### src/afb_pkg.sv
// afb_pkg: register map, field layouts and reset values of the feedback divider bank.
// assumes byte-wide registers reached over a plain address/strobe port.
package afb_pkg;
  localparam int ADDR_W = 9;
  localparam int DATA_W = 8;
  localparam int NUM_REGS = 8;
  // register offsets
  localparam logic [8:0] FB_DIV_BYTE4_OFF = 9'h109;
  localparam logic [8:0] FB_DIV_BYTE5_OFF = 9'h10A;
  localparam logic [8:0] FB_DIV_BYTE6_OFF = 9'h10B;
  localparam logic [8:0] FB_DENOMINATOR_BYTE1_OFF = 9'h10C;
  localparam logic [8:0] FB_DENOMINATOR_BYTE2_OFF = 9'h10D;
  localparam logic [8:0] FB_DENOMINATOR_BYTE3_OFF = 9'h10E;
  localparam logic [8:0] FB_DENOMINATOR_BYTE4_OFF = 9'h10F;
  localparam logic [8:0] FB_STATUS_OFF = 9'h1F0;
  // base of the bank, entry index is address minus base
  localparam logic [8:0] BANK_BASE = 9'h109;
  // field positions inside the wide divide value
  localparam int DIV_BYTE4_LSB = 24;
  localparam int DIV_BYTE5_LSB = 32;
  localparam int DIV_BYTE6_LSB = 40;
  localparam int DIV_W = 48;
  localparam int DEN_W = 32;
  // reset values
  localparam logic [7:0] FB_DIV_BYTE_RST = 8'h00;
  localparam logic [7:0] FB_DENOMINATOR_BYTE1_RST = 8'h01;
  localparam logic [7:0] FB_DENOMINATOR_BYTE_RST = 8'h00;
  localparam logic [7:0] READ_ZERO = 8'h00;
  // status bits
  localparam int STAT_DEN_ZERO_BIT = 0;
  localparam int STAT_DEN_ONE_BIT = 1;
endpackage : afb_pkg

### src/afb_feedback_divider_regs.sv
// afb_feedback_divider_regs: feedback divider byte registers of the analog pll.
// assumes a plain register port on core_clk_in; read data valid the cycle after read strobe.
// Operation
// - hold divide value bits 31:24 in a byte, reset zero.
// - divide value bits 39:32 at offset 0x10A, reset zero.
// - next divide value byte at offset 0x10B, reset zero.
// - 32-bit denominator from four bytes, lowest byte at 0x10C.
// - lowest denominator byte resets to one.
// - denominator is an unsigned integer for the fractional ratio.
// - denominator bits 15:8 at offset 0x10D.
`timescale 1ns/1ps
module afb_feedback_divider_regs (
  // clock and reset
  input wire logic core_clk_in,
  input wire logic reset_in,
  // register port
  input wire logic [8:0] addr_in,
  input wire logic [7:0] wr_data_in,
  input wire logic wr_en_in,
  input wire logic rd_en_in,
  output logic [7:0] rd_data_out,
  // settings towards the pll datapath
  output logic [15:0] fb_divide_value_out,
  output logic [31:0] fb_divide_denominator_out,
  output logic fb_den_zero_out
);
  // storage, one entry per byte; the last entry is a hole that always reads zero
  logic [7:0] byte_q [afb_pkg::NUM_REGS];
  logic [afb_pkg::NUM_REGS-1:0] hit;
  logic [afb_pkg::NUM_REGS-1:0] wr_sel;
  logic [8:0] idx;
  logic in_bank;
  logic [7:0] next_rd_data;
  logic [7:0] status_byte;
  logic [31:0] den_w;
  logic [15:0] div_w;
  logic den_is_zero;
  logic den_is_one;

  // named views of the stored bytes
  logic [7:0] fb_div_byte4;
  logic [7:0] fb_div_byte5;
  logic [7:0] fb_div_byte6;
  logic [7:0] fb_denominator_byte1;
  logic [7:0] fb_denominator_byte2;
  logic [7:0] fb_denominator_byte3;
  logic [7:0] fb_denominator_byte4;

  // below the base the subtraction wraps, so the range test guards the index
  assign in_bank = (addr_in >= afb_pkg::BANK_BASE);
  assign idx = addr_in - afb_pkg::BANK_BASE;

  // entry 0..2 divide bytes 4..6, entry 3..6 denominator bytes 1..4
  genvar g;
  generate
    for (g = 0; g < afb_pkg::NUM_REGS - 1; g++) begin : g_byte
      localparam logic [7:0] RV = (g == 3) ? afb_pkg::FB_DENOMINATOR_BYTE1_RST :
        (g > 3) ? afb_pkg::FB_DENOMINATOR_BYTE_RST : afb_pkg::FB_DIV_BYTE_RST;
      assign hit[g] = in_bank && (idx == 9'(g));
      assign wr_sel[g] = wr_en_in && hit[g];
      afb_reg_byte #(.RESET_VALUE(RV)) u_byte (
        .core_clk_in(core_clk_in),
        .reset_in(reset_in),
        .wr_en_in(wr_sel[g]),
        .wr_data_in(wr_data_in),
        .value_out(byte_q[g])
      );
    end
  endgenerate

  // the hole never decodes, so a write there is dropped
  assign hit[afb_pkg::NUM_REGS-1] = 1'b0;
  assign wr_sel[afb_pkg::NUM_REGS-1] = 1'b0;
  assign byte_q[afb_pkg::NUM_REGS-1] = afb_pkg::READ_ZERO;

  assign fb_div_byte4 = byte_q[0];
  assign fb_div_byte5 = byte_q[1];
  assign fb_div_byte6 = byte_q[2];
  assign fb_denominator_byte1 = byte_q[3];
  assign fb_denominator_byte2 = byte_q[4];
  assign fb_denominator_byte3 = byte_q[5];
  assign fb_denominator_byte4 = byte_q[6];

  // wide values for the datapath; denominator low byte first in the map
  assign div_w = {fb_div_byte6, fb_div_byte5};
  assign den_w = {fb_denominator_byte4, fb_denominator_byte3,
                  fb_denominator_byte2, fb_denominator_byte1};
  assign den_is_zero = (den_w == 32'h0000_0000);
  assign den_is_one = (den_w == 32'h0000_0001);

  // status is observation only: hardware never rewrites the denominator
  always_comb begin
    status_byte = afb_pkg::READ_ZERO;
    status_byte[afb_pkg::STAT_DEN_ZERO_BIT] = den_is_zero;
    status_byte[afb_pkg::STAT_DEN_ONE_BIT] = den_is_one;
  end

  // read select; unmapped offsets read zero
  always_comb begin
    next_rd_data = afb_pkg::READ_ZERO;
    unique case (addr_in)
      afb_pkg::FB_DIV_BYTE4_OFF: begin
        next_rd_data = fb_div_byte4;
      end
      afb_pkg::FB_DIV_BYTE5_OFF: begin
        next_rd_data = fb_div_byte5;
      end
      afb_pkg::FB_DIV_BYTE6_OFF: begin
        next_rd_data = fb_div_byte6;
      end
      afb_pkg::FB_DENOMINATOR_BYTE1_OFF: begin
        next_rd_data = fb_denominator_byte1;
      end
      afb_pkg::FB_DENOMINATOR_BYTE2_OFF: begin
        next_rd_data = fb_denominator_byte2;
      end
      afb_pkg::FB_DENOMINATOR_BYTE3_OFF: begin
        next_rd_data = fb_denominator_byte3;
      end
      afb_pkg::FB_DENOMINATOR_BYTE4_OFF: begin
        next_rd_data = fb_denominator_byte4;
      end
      afb_pkg::FB_STATUS_OFF: begin
        next_rd_data = status_byte;
      end
      default: begin
        next_rd_data = afb_pkg::READ_ZERO;
      end
    endcase
  end

  // zero outside the answer cycle, so a late sample cannot pass for data
  always_ff @(posedge core_clk_in or posedge reset_in) begin
    if (reset_in) begin
      rd_data_out <= afb_pkg::READ_ZERO;
    end else if (rd_en_in) begin
      rd_data_out <= next_rd_data;
    end else begin
      rd_data_out <= afb_pkg::READ_ZERO;
    end
  end

  // divide value copy towards the datapath
  always_ff @(posedge core_clk_in or posedge reset_in) begin
    if (reset_in) begin
      fb_divide_value_out <= {2{afb_pkg::FB_DIV_BYTE_RST}};
    end else begin
      fb_divide_value_out <= div_w;
    end
  end

  // denominator copy; a zero is passed through, correcting it would hide a software fault
  always_ff @(posedge core_clk_in or posedge reset_in) begin
    if (reset_in) begin
      fb_divide_denominator_out <= {{3{afb_pkg::FB_DENOMINATOR_BYTE_RST}},
                                    afb_pkg::FB_DENOMINATOR_BYTE1_RST};
    end else begin
      fb_divide_denominator_out <= den_w;
    end
  end

  // zero flag, in step with the denominator copy
  always_ff @(posedge core_clk_in or posedge reset_in) begin
    if (reset_in) begin
      fb_den_zero_out <= 1'b0;
    end else begin
      fb_den_zero_out <= den_is_zero;
    end
  end
endmodule : afb_feedback_divider_regs

### src/afb_reg_byte.sv
// afb_reg_byte: one 8-bit read/write storage byte with its own reset value.
// assumes a single clock domain and a one-cycle write strobe.
`timescale 1ns/1ps
module afb_reg_byte #(
  parameter logic [7:0] RESET_VALUE = 8'h00
) (
  // clock and reset
  input wire logic core_clk_in,
  input wire logic reset_in,
  // write side
  input wire logic wr_en_in,
  input wire logic [7:0] wr_data_in,
  // stored value
  output logic [7:0] value_out
);
  always_ff @(posedge core_clk_in or posedge reset_in) begin
    if (reset_in) begin
      value_out <= RESET_VALUE;
    end else if (wr_en_in) begin
      value_out <= wr_data_in;
    end
  end
endmodule : afb_reg_byte
### config.mk
export PLATFORM = sky130hd
export DESIGN_NAME = afb_feedback_divider_regs
export DESIGN_NICKNAME = d
export VERILOG_FILES = /design/src/afb_pkg.sv /design/src/afb_feedback_divider_regs.sv /design/src/afb_reg_byte.sv
export SDC_FILE = /design/constraint.sdc
export NUM_CORES = 1
export LEC_CHECK = 0
export BUFFER_PORTS_ARGS = -buffer_cell sky130_fd_sc_hd__buf_2
export CORE_UTILIZATION = 40
export CTS_CLUSTER_DIAMETER = 200
export DETAILED_ROUTE_END_ITERATION = 8
export GPL_TIMING_DRIVEN = 0
export PLACE_DENSITY_LB_ADDON = 0.12
export SYNTH_ARGS = -nofsm -noshare
export SYNTH_HDL_FRONTEND = slang
export SYNTH_SLANG_ARGS = --single-unit
### constraint.sdc
create_clock -name core_clk_in -period 3.4 [get_ports core_clk_in]
set_input_delay 0.34 -clock core_clk_in [delete_from_list [all_inputs] [get_ports core_clk_in]]
set_output_delay 0.34 -clock core_clk_in [all_outputs]
set_load 0.005 [all_outputs]
==> results.md <==
- Status: finished clean
- Final WS setup: 1.190 ns
- Std-Cell Rows: 37
- Critical path class: in2reg
- Final Skew: 0.006201 ns
- Switching Share: 23.55%
- Total GRT Usage: 19.24%
- Crit-path max FO: 8
- Syn-to-layout area delta: 26.82%
- Clk root buf: clkbuf_8
- Placement Setup Slack: 0.7341 ns
- Synthesized Nets: 278
- Top Family by Delay on Critical Path: simple AND/OR/NAND/NOR gates
- DIE HEIGHT: 104.6 um
- Pre-antenna DRT Iters: 6
- Routed len/inst: 19.24 um
- Pleak: 2.790 nW
- Post-route cell area: 5343 sq um
- Total power: 3.163 mW
- Maximum capacitance violations: 0
- Via count: 2,628
- Dpl cells: 468
- Port buffer count: 74
- TritonCTS clock tree: yes
- Least-Margin Pin Slew: 1.154 ns
- ANT cells: 0
- Die X: 104.6 um
- DPL Wire Length: 6241 um
- Setup-failing EPs final: 0
- Data arrival, critical path: 2.63 ns
- Total Die Area: 10,950 sq um
- Syn. warnings: 0
- CP endpoint kind: flip-flop
- CTS H-tree lvls: 4
- IO Count: 78
- Starting Density: 40.99%
- Total Wirelength: 9641 um
- Max Clk Rate: 452.4 MHz
- Final design utilization: 51.98%
- TritonCTS buffer count: 17
- Synthesized cell area: 4213 sq um
- Fill cells: 915
- Vias in the first global route: 2,640
- Placer congestion estimate: 0.7925
- Ys async rst share: 100.0%
- Reg2Reg Setup Slack: 1.50 ns
- Final hold slack: 0.1566 ns
- Seq/Total Area, Yosys: 67.18%
- Setup_tns: 0 ns
- Reg area: 2830 sq um
- Placeable core area: 10,280 sq um
- Layout Cells excl Fill: 501
- Initial antenna violation count: 0
- Sequential Power Share: 44.4%
- RSZ-0062 raised after global routing: no
- Clock transition at path regs: 0.06 ns
- Final ANT Viol Nets: 0
- Post-synthesis cell type count: 36
- PwrDens: 592.1 nW/um^2
- Crit start category: primary input
- Number of synthesized flops with an enable pin: 0
- Fin. Hold Viols: 0
- Avg Inst Size Synth: 16.39 sq um
- CP peak stage delay: 0.95 ns
- #FFs+latches synth: 113
- HP Class: in2reg
- Slew headroom: 22.21%
- Clock insertion delay at the later pin of the skew report: 0.51 ns
- Max VDD drop: 295.4 uV
- Psw: 745.0 uW
- Proportion of layout cells with a drive suffix above 1: 51.78%
- Count of nets after finishing: 373
- First-pass GRT wire length: 15,380 um
- # DRC: 0
- Drt first-iter violations: 116
- Combinational Power Share: 4.7%
- Fin crit share: 65.01%
- Worst path bufs/invs: 1
- Post-synthesis cell count: 257
- Critical path required time: 3.82 ns
- Clock power share: 50.8%
- Pin count of the biggest net entering global routing: 64
- Sink Count: 113
- Via density: 5.246
- Pins Over Slew Limit: 0
- Max clock buf depth: 2
- Int Power: 2.418 mW
- Critical-path top delay cell: nor4b_2
- Placed instance area: 4783 sq um
- GR Overflow Total: 0
- Post-cts gate resize count: 0
- Critical-path cell list: buf_2 -> or4b_4 -> nor4b_2 -> o41ai_2 -> a31oi_1
- Final Critical Period: 2.210 ns
- Top FF cell, synth: dfrtp_1
- Multi-input gate area: 1338 sq um
-- cell type report --
cell class / count / share of cell area (%)
sequential: 113 / 52.97
multi-input combinational: 135 / 25.04
clock buffer: 17 / 7.752
timing repair buffer: 76 / 7.635
tap: 136 / 3.185
clock inverter: 15 / 2.529
buffer: 7 / 0.7026
inverter: 2 / 0.1874
-- cell families after synthesis --
kind of cell | share of synthesized area (%)
multiplexers | 21.53
buffers and inverters | 1.069
AO/OA/AOI/OAI | 2.851
AND/OR/NAND/NOR | 7.366
flip-flops | 67.18
-- Yosys cell counts (all sizes together) (3+ instances only) --
cell,instances,area share (%)
a21oi,7,0.83
a22oi,6,1.1
buf,5,0.71
dfrtp,111,66
mux2,63,17
mux4,8,4.5
nand2,8,0.71
nand3,6,0.71
nand4,4,0.74
nor2b,3,0.45
nor3,3,0.48
nor4,8,1.2
nor4b,3,1.1
or4,3,0.53
-- per-layer routing --
| layer | wire length, um | global-route usage [%] |
|---|---|---|
| met5 | 0 | 0 |
| met4 | 68 | 5.533 |
| met3 | 542 | 6.176 |
| met2 | 4577 | 28.62 |
| met1 | 4453 | 27.09 |
-- registers in the layout (all words and copies together) (netlist names) --
name / flops
fb_den_zero_out: 1
fb_divide_denominator_out: 32
fb_divide_value_out: 16
g_byte.u_byte.value_out: 56
rd_data_out: 8
-- worst register-to-register path, delay by kind of cell, from the launching register on --
kind | cells | cell delay [ns]
and+or+nand+nor | 3 | 1.21
DFF | 1 | 0.41
AOI/OAI and AO/OA | 1 | 0.19
-- cell usage in the layout (no fill, tap or decap), drive strengths merged, types with 2 or more instances in the layout --
cell,synthesis,routed
a21oi,7,7
a22oi,6,6
buf,5,80
clkbuf,2,19
clkinv,0,9
clkinvlp,0,2
dfrtp,111,111
dfstp,2,2
inv,2,5
mux2,63,63
mux4,8,8
nand2,8,8
nand2b,2,2
nand3,6,6
nand4,4,4
nor2b,3,3
nor3,3,3
nor4,8,8
nor4b,3,3
or4,3,3
-- timing repair --
action                    in CTS  in global routing
hold buffers                   1                  0
hold endpoints to repair       8                  0
buffers inserted               0                  0
-- power groups by stage --
stage / combinational, mW / sequential [mW] / clock, mW
2_1_floorplan: 0.0797 / 1.43 / 0
3_3_place_gp: 0.146 / 1.43 / 0
3_5_place_dp: 0.152 / 1.43 / 0
4_1_cts: 0.154 / 1.41 / 1.64
5_1_grt: 0.168 / 1.41 / 1.71
6_report: 0.150 / 1.41 / 1.61
-- final timing paths --
kind                                                           start                                         to  depth (start not counted)
setup / recovery                                          addr_in[4]                   rd_data_out[0]$_DFF_PP0_                          5
hold / removal                                         wr_data_in[0]  g_byte[6].u_byte.value_out[0]$_DFFE_PP0P_                          2
setup reg to reg           g_byte[5].u_byte.value_out[4]$_DFFE_PP0P_                   rd_data_out[1]$_DFF_PP0_                          4
hold reg to reg            g_byte[1].u_byte.value_out[4]$_DFFE_PP0P_           fb_divide_value_out[4]$_DFF_PP0_                          0
max in group asynchronous                                   reset_in     fb_divide_denominator_out[0]$_DFF_PP1_                          4
min in group asynchronous                                   reset_in          fb_divide_value_out[12]$_DFF_PP0_                          3
(Power assumes the default switching activity.)
